$ cat config.mk
export PLATFORM = sky130hd
export DESIGN_NAME = srs_top
export DESIGN_NICKNAME = d
export VERILOG_FILES = /design/src/srs_pkg.sv /design/src/srs_pulse_if.sv /design/src/srs_pulse.sv /design/src/srs_top.sv
export SDC_FILE = /design/constraint.sdc
export NUM_CORES = 1
export LEC_CHECK = 0
export BUFFER_PORTS_ARGS = -buffer_cell sky130_fd_sc_hd__buf_2
export CAP_MARGIN = 20
export CELL_PAD_IN_SITES_DETAIL_PLACEMENT = 1
export CELL_PAD_IN_SITES_GLOBAL_PLACEMENT = 1
export CORE_MARGIN = 3
export CORE_UTILIZATION = 46
export DETAILED_ROUTE_END_ITERATION = 10
export PLACE_DENSITY = 0.92
export SYNTH_ARGS = -nofsm -noshare
export SYNTH_HDL_FRONTEND = slang
export SYNTH_SLANG_ARGS = --single-unit
export TNS_END_PERCENT = 1
$ cat constraint.sdc
create_clock -name sys_clk_i -period 8.1 [get_ports sys_clk_i]
set_input_delay 0.405 -clock sys_clk_i [delete_from_list [all_inputs] [get_ports sys_clk_i]]
set_output_delay 0.405 -clock sys_clk_i [all_outputs]
set_load 0.02 [all_outputs]
$ cat src/srs_pkg.sv
// package: constants, states and helpers of the system reset sequencer
package srs_pkg;
    // ---------------------------------------------------------------
    // control word and field widths
    // ---------------------------------------------------------------
    localparam logic [7:0] SRS_CTRL_KEY   = 8'ha5;
    localparam int         SRS_EXP_W      = 4;
    localparam int         SRS_PCNT_W     = 17;
    localparam int         SRS_CAUSE_W    = 3;

    // ---------------------------------------------------------------
    // timing counts in slow-clock cycles
    // ---------------------------------------------------------------
    localparam logic [7:0] SRS_STARTUP_CYC = 8'h40;
    localparam logic [1:0] SRS_HOLD_CYC    = 2'h3;
    localparam logic [1:0] SRS_HOLD_LAST   = SRS_HOLD_CYC - 2'h1;

    // ---------------------------------------------------------------
    // reset cause codes
    // ---------------------------------------------------------------
    localparam logic [2:0] SRS_CAUSE_POR  = 3'h0;
    localparam logic [2:0] SRS_CAUSE_WDG  = 3'h2;
    localparam logic [2:0] SRS_CAUSE_SW   = 3'h3;
    localparam logic [2:0] SRS_CAUSE_USER = 3'h4;
    localparam logic [2:0] SRS_CAUSE_BOD  = 3'h5;

    // ---------------------------------------------------------------
    // sequencer states
    // ---------------------------------------------------------------
    typedef enum logic [2:0] {
        SRS_ST_STARTUP = 3'h0,
        SRS_ST_RUN     = 3'h1,
        SRS_ST_USER    = 3'h3,
        SRS_ST_SOFT    = 3'h5,
        SRS_ST_BOD     = 3'h7
    } srs_state_t;

    // pulse length minus one: 2^(exp+1) - 1
    function automatic logic [SRS_PCNT_W-1:0] srs_pulse_last(
        input logic [SRS_EXP_W-1:0] exp
    );
        logic [SRS_PCNT_W-1:0] len;
        len = SRS_PCNT_W'(1) << ({1'b0, exp} + 5'h1); // wide sum: exp 15 must not wrap
        return len - SRS_PCNT_W'(1);
    endfunction
endpackage

$ cat src/srs_pulse_if.sv
// interface: link between sequencer and pin pulse shaper
`timescale 1ns/1ps
interface srs_pulse_if;
    logic                             start;
    logic [srs_pkg::SRS_EXP_W-1:0]    exp;
    logic                             busy;

    modport drv (output start, output exp, input busy);
    modport pls (input start, input exp, output busy);
endinterface

$ cat src/srs_pulse.sv
// module: pin pulse shaper, holds busy for 2^(exp+1) cycles
`timescale 1ns/1ps
module srs_pulse (
    // clock and reset
    input  wire logic  sys_clk_i,
    input  wire logic  sys_rst_i,
    input  wire logic  clk_en_i,
    // sequencer side
    srs_pulse_if.pls   pls
);
    logic [srs_pkg::SRS_PCNT_W-1:0] cnt_reg;
    logic                           busy_reg;

    assign pls.busy = busy_reg;

    // ---------------------------------------------------------------
    // length counter
    // ---------------------------------------------------------------
    always_ff @(posedge sys_clk_i) begin
        if (sys_rst_i) begin
            cnt_reg  <= '0;
            busy_reg <= 1'b0;
        end else if (clk_en_i) begin
            if (pls.start) begin
                cnt_reg  <= srs_pkg::srs_pulse_last(pls.exp);
                busy_reg <= 1'b1;
            end else if (busy_reg) begin
                if (cnt_reg == '0) begin
                    busy_reg <= 1'b0;
                end else begin
                    cnt_reg <= cnt_reg - srs_pkg::SRS_PCNT_W'(1);
                end
            end
        end
    end
endmodule

$ cat src/srs_top.sv
// module: system reset sequencer top level
`timescale 1ns/1ps
module srs_top (
    // clock, reset, enable
    input  wire logic        sys_clk_i,
    input  wire logic        sys_rst_i,
    input  wire logic        clk_en_i,
    // supply and brownout monitor
    input  wire logic        core_supply_ok_i,
    input  wire logic        brownout_req_i,
    input  wire logic        brownout_rst_en_i,
    // mode bits
    input  wire logic        pin_reset_enable_i,
    input  wire logic        pin_event_irq_enable_i,
    input  wire logic        brownout_irq_enable_i,
    input  wire logic [3:0]  pulse_length_exp_i,
    // control write
    input  wire logic        ctrl_wr_i,
    input  wire logic [7:0]  ctrl_key_i,
    input  wire logic        cmd_cpu_reset_i,
    input  wire logic        cmd_periph_reset_i,
    input  wire logic        cmd_pin_reset_i,
    // status read strobe
    input  wire logic        status_rd_i,
    // open-drain reset pin
    input  wire logic        pin_in_i,
    output logic             pin_out_o,
    output logic             pin_oe_o,
    // reset outputs, active low
    output logic             cpu_rst_n_o,
    output logic             periph_rst_n_o,
    // status
    output logic             pin_level_bit_o,
    output logic             pin_event_flag_o,
    output logic             brownout_flag_o,
    output logic [2:0]       reset_cause_o,
    output logic             cmd_in_progress_o,
    output logic             irq_o
);
    srs_pkg::srs_state_t state_reg;
    srs_pkg::srs_state_t state_next;
    logic        rst_all;
    logic        pin_s1_reg;
    logic        pin_s2_reg;
    logic        pin_prev_reg;
    logic        bod_s1_reg;
    logic        bod_s2_reg;
    logic        bod_prev_reg;
    logic [7:0]  start_cnt_reg;
    logic [1:0]  hold_cnt_reg;
    logic [1:0]  hold_cnt_next;
    logic        sw_cpu_reg;
    logic        sw_per_reg;
    logic        busy_reg;
    logic        mask_reg;
    logic        cpu_rst_n_reg;
    logic        per_rst_n_reg;
    logic        oe_reg;
    logic        lvl_reg;
    logic        pin_flag_reg;
    logic        bod_flag_reg;
    logic [2:0]  cause_reg;
    logic        irq_reg;
    logic        wr_ok;
    logic        bod_hit;
    logic        user_hit;
    logic        pin_fall;
    logic        bod_rise;
    logic        hold_done;

    srs_pulse_if pif ();

    srs_pulse u_pulse (
        .sys_clk_i (sys_clk_i),
        .sys_rst_i (rst_all),
        .clk_en_i  (clk_en_i),
        .pls       (pif)
    );

    // ---------------------------------------------------------------
    // request decoding
    // ---------------------------------------------------------------
    assign rst_all   = sys_rst_i | ~core_supply_ok_i;
    assign wr_ok     = ctrl_wr_i && (ctrl_key_i == srs_pkg::SRS_CTRL_KEY)
                       && !busy_reg
                       && (cmd_cpu_reset_i | cmd_periph_reset_i | cmd_pin_reset_i);
    assign bod_hit   = bod_s2_reg & brownout_rst_en_i;
    assign user_hit  = !pin_s2_reg && !mask_reg
                       && pin_reset_enable_i && !pin_event_irq_enable_i;
    assign pin_fall  = pin_prev_reg & ~pin_s2_reg;
    assign bod_rise  = bod_s2_reg & ~bod_prev_reg;
    assign hold_done = (hold_cnt_reg == srs_pkg::SRS_HOLD_LAST);
    assign pif.exp   = pulse_length_exp_i;

    // ---------------------------------------------------------------
    // input synchronisers and edge history
    // ---------------------------------------------------------------
    always_ff @(posedge sys_clk_i) begin
        if (rst_all) begin
            pin_s1_reg   <= 1'b1;
            pin_s2_reg   <= 1'b1;
            pin_prev_reg <= 1'b1;
            bod_s1_reg   <= 1'b0;
            bod_s2_reg   <= 1'b0;
            bod_prev_reg <= 1'b0;
        end else if (clk_en_i) begin
            pin_s1_reg   <= pin_in_i;
            pin_s2_reg   <= pin_s1_reg;
            pin_prev_reg <= pin_s2_reg;
            bod_s1_reg   <= brownout_req_i;
            bod_s2_reg   <= bod_s1_reg;
            bod_prev_reg <= bod_s2_reg;
        end
    end

    // ---------------------------------------------------------------
    // next state, priority brownout > software > user
    // ---------------------------------------------------------------
    always_comb begin
        state_next    = state_reg;
        hold_cnt_next = '0;
        pif.start     = 1'b0;
        unique case (state_reg)
            srs_pkg::SRS_ST_STARTUP: begin
                if (start_cnt_reg == srs_pkg::SRS_STARTUP_CYC) begin
                    state_next = srs_pkg::SRS_ST_RUN;
                end
            end
            srs_pkg::SRS_ST_RUN: begin
                if (bod_hit) begin
                    state_next = srs_pkg::SRS_ST_BOD;
                    pif.start  = 1'b1;
                end else if (wr_ok) begin
                    state_next = srs_pkg::SRS_ST_SOFT;
                    pif.start  = cmd_pin_reset_i;
                end else if (user_hit) begin
                    state_next = srs_pkg::SRS_ST_USER;
                end
            end
            srs_pkg::SRS_ST_USER: begin
                if (bod_hit) begin
                    state_next = srs_pkg::SRS_ST_BOD;
                    pif.start  = 1'b1;
                end else if (pin_s2_reg) begin
                    hold_cnt_next = hold_cnt_reg + 2'h1;
                    if (hold_done) begin
                        state_next = srs_pkg::SRS_ST_RUN;
                    end
                end
            end
            srs_pkg::SRS_ST_SOFT: begin
                hold_cnt_next = hold_cnt_reg + 2'h1;
                if (bod_hit) begin
                    state_next    = srs_pkg::SRS_ST_BOD;
                    hold_cnt_next = '0;
                    pif.start     = 1'b1;
                end else if (hold_done) begin
                    state_next = srs_pkg::SRS_ST_RUN;
                end
            end
            srs_pkg::SRS_ST_BOD: begin
                if (!bod_s2_reg) begin
                    hold_cnt_next = hold_cnt_reg + 2'h1;
                    if (hold_done) begin
                        state_next = srs_pkg::SRS_ST_RUN;
                    end
                end
            end
            default: begin
                state_next = srs_pkg::SRS_ST_STARTUP;
            end
        endcase
    end

    // ---------------------------------------------------------------
    // state, startup and hold counters
    // ---------------------------------------------------------------
    always_ff @(posedge sys_clk_i) begin
        if (rst_all) begin
            state_reg     <= srs_pkg::SRS_ST_STARTUP;
            start_cnt_reg <= '0;
            hold_cnt_reg  <= '0;
        end else if (clk_en_i) begin
            state_reg    <= state_next;
            hold_cnt_reg <= hold_cnt_next;
            if (state_reg == srs_pkg::SRS_ST_STARTUP) begin
                start_cnt_reg <= start_cnt_reg + 8'h1;
            end
        end
    end

    // ---------------------------------------------------------------
    // software command capture and busy flag
    // ---------------------------------------------------------------
    always_ff @(posedge sys_clk_i) begin
        if (rst_all) begin
            sw_cpu_reg <= 1'b0;
            sw_per_reg <= 1'b0;
            busy_reg   <= 1'b0;
        end else if (clk_en_i) begin
            if (state_next == srs_pkg::SRS_ST_SOFT
                    && state_reg == srs_pkg::SRS_ST_RUN) begin
                sw_cpu_reg <= cmd_cpu_reset_i;
                sw_per_reg <= cmd_periph_reset_i;
                busy_reg   <= 1'b1;
            end else if (state_reg == srs_pkg::SRS_ST_SOFT
                    && state_next != srs_pkg::SRS_ST_SOFT) begin
                busy_reg <= 1'b0;
            end
        end
    end

    // ---------------------------------------------------------------
    // self-driven pin mask, cleared once pin seen high after drive
    // ---------------------------------------------------------------
    always_ff @(posedge sys_clk_i) begin
        if (rst_all) begin
            mask_reg <= 1'b0;
        end else if (clk_en_i) begin
            if (pif.start || pif.busy || oe_reg) begin
                mask_reg <= 1'b1;
            end else if (pin_s2_reg) begin
                mask_reg <= 1'b0;
            end
        end
    end

    // ---------------------------------------------------------------
    // reset output flops, forced low at once on supply loss
    // ---------------------------------------------------------------
    always_ff @(posedge sys_clk_i or negedge core_supply_ok_i) begin
        if (!core_supply_ok_i) begin
            cpu_rst_n_reg <= 1'b0;
            per_rst_n_reg <= 1'b0;
            oe_reg        <= 1'b1;
        end else if (sys_rst_i) begin
            cpu_rst_n_reg <= 1'b0;
            per_rst_n_reg <= 1'b0;
            oe_reg        <= 1'b0;
        end else if (clk_en_i) begin
            unique case (state_next)
                srs_pkg::SRS_ST_RUN: begin
                    cpu_rst_n_reg <= 1'b1;
                    per_rst_n_reg <= 1'b1;
                end
                srs_pkg::SRS_ST_SOFT: begin
                    if (state_reg == srs_pkg::SRS_ST_SOFT) begin
                        cpu_rst_n_reg <= ~sw_cpu_reg;
                        per_rst_n_reg <= ~sw_per_reg;
                    end else begin
                        cpu_rst_n_reg <= ~cmd_cpu_reset_i;
                        per_rst_n_reg <= ~cmd_periph_reset_i;
                    end
                end
                default: begin
                    cpu_rst_n_reg <= 1'b0;
                    per_rst_n_reg <= 1'b0;
                end
            endcase
            oe_reg <= pif.busy;
        end
    end

    // ---------------------------------------------------------------
    // reset cause, loaded only on cpu reset release
    // ---------------------------------------------------------------
    always_ff @(posedge sys_clk_i) begin
        if (rst_all) begin
            cause_reg <= srs_pkg::SRS_CAUSE_POR;
        end else if (clk_en_i && state_next == srs_pkg::SRS_ST_RUN) begin
            unique case (state_reg)
                srs_pkg::SRS_ST_STARTUP: cause_reg <= srs_pkg::SRS_CAUSE_POR;
                srs_pkg::SRS_ST_USER:    cause_reg <= srs_pkg::SRS_CAUSE_USER;
                srs_pkg::SRS_ST_BOD:     cause_reg <= srs_pkg::SRS_CAUSE_BOD;
                srs_pkg::SRS_ST_SOFT: begin
                    if (sw_cpu_reg) begin
                        cause_reg <= srs_pkg::SRS_CAUSE_SW;
                    end
                end
                default: begin
                    cause_reg <= cause_reg;
                end
            endcase
        end
    end

    // ---------------------------------------------------------------
    // sticky flags, set wins over read clear; interrupt
    // ---------------------------------------------------------------
    always_ff @(posedge sys_clk_i) begin
        if (rst_all) begin
            lvl_reg      <= 1'b1;
            pin_flag_reg <= 1'b0;
            bod_flag_reg <= 1'b0;
            irq_reg      <= 1'b0;
        end else if (clk_en_i) begin
            lvl_reg <= pin_s2_reg;
            if (pin_fall) begin
                pin_flag_reg <= 1'b1;
            end else if (status_rd_i) begin
                pin_flag_reg <= 1'b0;
            end
            if (bod_rise && !brownout_rst_en_i) begin
                bod_flag_reg <= 1'b1;
            end else if (status_rd_i) begin
                bod_flag_reg <= 1'b0;
            end
            irq_reg <= (pin_flag_reg & pin_event_irq_enable_i)
                       | (bod_flag_reg & brownout_irq_enable_i);
        end
    end

    // ---------------------------------------------------------------
    // outputs
    // ---------------------------------------------------------------
    assign pin_out_o         = 1'b0;
    assign pin_oe_o          = oe_reg;
    assign cpu_rst_n_o       = cpu_rst_n_reg;
    assign periph_rst_n_o    = per_rst_n_reg;
    assign pin_level_bit_o   = lvl_reg;
    assign pin_event_flag_o  = pin_flag_reg;
    assign brownout_flag_o   = bod_flag_reg;
    assign reset_cause_o     = cause_reg;
    assign cmd_in_progress_o = busy_reg;
    assign irq_o             = irq_reg;
endmodule

==> summary.txt <==
Global routing
  • Total track usage: 0.262
  • Largest net degree at the start of global routing: 39
  • Vias in the first global route: 3267
  • Initial antenna violation count: 0
  • First-pass GRT wire length: 16.3 mm
  • GR Overflow Total: 0

Placed design
  • Place WS: 3230 ps
  • GP Congestion: 0.979
  • Post-DP HPWL: 6.77 mm
  • Buffers on Ports: 37

Route
  • Via density: 6.65
  • Detail Route Antenna Nets: 0
  • 1st-pass router iterations: 5
  • DRC Markers: 0
  • DR iter-0 viols: 343
  • DR vias: 3260
  • Routed WL: 9.92 mm
  • Wirelength per Cell: 20.2 um
  • WL met3: 603 um
  • WL met2: 4.61 mm
  • Max layer used: met4
  • Met1 wire length: 4.43 mm

Timing
  • Final worst setup slack: 3110 ps
  • Fin crit share: 0.616
  • Slew Limit Fails: 0
  • Min cycle time layout: 4990 ps
  • Least-Margin Pin Slew: 906 ps
  • RSZ-0062 raised after global routing: false
  • Setup TNS: 0 ps
  • Fmax: 200 MHz
  • Fin Hold WS: 265 ps
  • Endpoints failing setup: 0
  • Fin. Hold Viols: 0
  • Slew headroom: 0.391
  • Setup Skew: 11.2 ps

Synthesis
  • Cell count after synthesis: 393
  • Simple-gate portion of the synthesized area: 0.287
  • Main area contributors after synthesis: dfxtp_1, nand2_1, mux2i_1
  • Post-synth EDFFs: 0
  • Yosys warnings: 0
  • Mapped Area: 3120 um^2
  • Register bit count reported by yosys: 50
  • Post-Synth Adder-Cell Area: 0.0160
  • Mux cell area share after synthesis: 0.0517
  • Largest family of logic cells by synthesized area: simple AND/OR/NAND/NOR gates
  • Post-synth ARST share: 0.0600
  • Synth Area per Inst: 7.94 um^2
  • Syn Nets: 424
  • Synth Area in Compound Gates: 0.237
  • Register area share after synthesis: 0.326
  • Post-Synth XOR/XNOR Area: 0.0281
  • Largest area contributor in the netlist: dfxtp_1
  • Synth Flop Type: dfxtp_1
  • Area fraction of the dominant cell type after synthesis: 0.302
  • Synth cell types: 63

Setup path
  • Reg2Reg Setup Slack: 3110 ps
  • CP Max Fanout: 19
  • Critical path origin: state_reg[0]
  • Crit path kind: reg2reg
  • CP Launch Type: flop
  • Required @ worst endpoint: 8340 ps
  • WP data arrival: 5230 ps
  • Worst setup EP type: flop
  • Reg-to-reg critical path startpoint: state_reg[0]

Floorplan
  • Die X: 88.3 um
  • Die area: 7800 um^2
  • Die height: 88.3 um
  • Core Footprint: 6460 um^2
  • IO Pins: 39
  • Num rows: 29
  • Initial Utilization: 0.483

Finish
  • Layout cells sized above 1: 0.140
  • Max reg flops: 17
  • Area grow syn2layout: 9.47%
  • Nets: 443
  • N_diodes: 0

Hold path
  • Worst hold path class: in2reg
  • Beginning of the worst hold path: sys_rst_i

Clocking
  • H-Tree Level Count: 2
  • CTS Root Cell: clkbuf_8
  • Clk Latency, worst-skew pair: 310 ps
  • Clk pin slew, worst setup/hold paths: 110 ps
  • TritonCTS Buffers: 5
  • CTS Buffer Depth: 2
  • CTS tree: done
  • CTS sink cnt: 50

Power
  • Worst VDD drop: 0.0938 mV
  • Power Density: 133 nW/um^2
  • Leak: 0.00135 uW

Outcome
  • Outcome: finished, final reports clean

Flow run
  • Number of max-cap violations: 0
-- routing by layer --
metal	global-route usage	vias to the layer above
li1	-	1519
met5	0	-
met3	0.0521	29
met2	0.426	141
met1	0.346	1571
met4	0.0893	0
-- kinds of logic (layout without fill, tap and decap cells) --
family                     count (synthesis)  after routing
AOI/OAI and AO/OA                        101            101
muxes                                     16             16
buffers and inverters                     40             60
adders and majority gates                  4              4
xor gates and xnor gates                  10             10
DFF                                       50             50
and+or+nand+nor                          171            171
other                                      1              1
-- area by class of cell --
cell class	instances	area, um^2
Clock buffer	5	68.8
Clock inverter	3	28.8
Fill cell	794	3040
Inverter	9	33.8
Multi-Input combinational cell	303	1940
Sequential cell	50	1020
Tap cell	77	96.3
Timing Repair Buffer	43	233
-- through the flow --
step | instances | utilization | power (uW) | instance area, um^2
floorplan | 393 | - | 279 | 3120
global placement | 480 | 0.511 | 293 | 3300
detailed placement | 480 | 0.511 | 294 | 3300
CTS | 489 | 0.528 | 453 | 3410
global route | 490 | 0.529 | 468 | 3410
finish | 490 | 0.529 | 452 | 3410
-- critical path, cell delays in order (launching register included) --
cell,delay [ps]
dfxtp_1,710
nor4bb_1,430
nand4_1,410
nand2_1,500
mux2i_1,260
ha_1,530
nor3b_1,600
or4b_2,720
nor4b_1,370
o32ai_1,160
a41oi_1,220
-- synthesized netlist by cell type, types with 5 or more instances --
| library cell | count |
|---|---|
| dfxtp_1 | 47 |
| and4_1 | 5 |
| nand2_1 | 41 |
| o211ai_1 | 6 |
| and3_1 | 6 |
| o21ai_0 | 12 |
| clkbuf_1 | 24 |
| xor2_1 | 6 |
| inv_1 | 9 |
| nand4_1 | 12 |
| nor2_1 | 39 |
| nand3_1 | 16 |
| mux2i_1 | 15 |
| nor3_1 | 16 |
| a31oi_1 | 5 |
| o31ai_1 | 7 |
| or4_1 | 5 |
| nor4_1 | 6 |
| a22oi_1 | 5 |
| a21oi_1 | 21 |
| o32ai_1 | 5 |
-- power by group --
part,total [uW],switching (uW),internal (uW)
combinational,41.3,26.7,14.6
sequential,249,1.46,247
clock,162,97.6,64.9
total,452,126,327
-- repair_timing --
item	CTS	global route
resized for setup	0	0
buffers inserted	0	0
hold endpoints to repair	2	0
hold buffers	1	0
-- cells in the final DEF (no fill, tap or decap), drive strengths merged, types with 6 or more instances in the layout --
cell type  synthesis  routed
nor4               6       6
xor2               6       6
buf                7      42
o211ai             6       6
or4                6       6
inv                9      11
nor3              16      16
o31ai              7       7
mux2i             15      15
nand3             16      16
nor2              39      39
o21ai             12      12
dfxtp             47      47
nand2             41      41
nand4             12      12
and3               6       6
a21oi             21      21
-- worst paths after layout --
check / to / cells after the start
worst max-delay path: u_pulse.cnt_reg[16] / 10
worst max register to register: u_pulse.cnt_reg[16] / 10
max in group asynchronous: pin_oe_o / 2
worst min register to register: reset_cause_o[0] / 2
worst min-delay path: pin_oe_o / 2
min in group asynchronous: periph_rst_n_o / 2
Note: power is estimated with default switching activity, not from simulation.
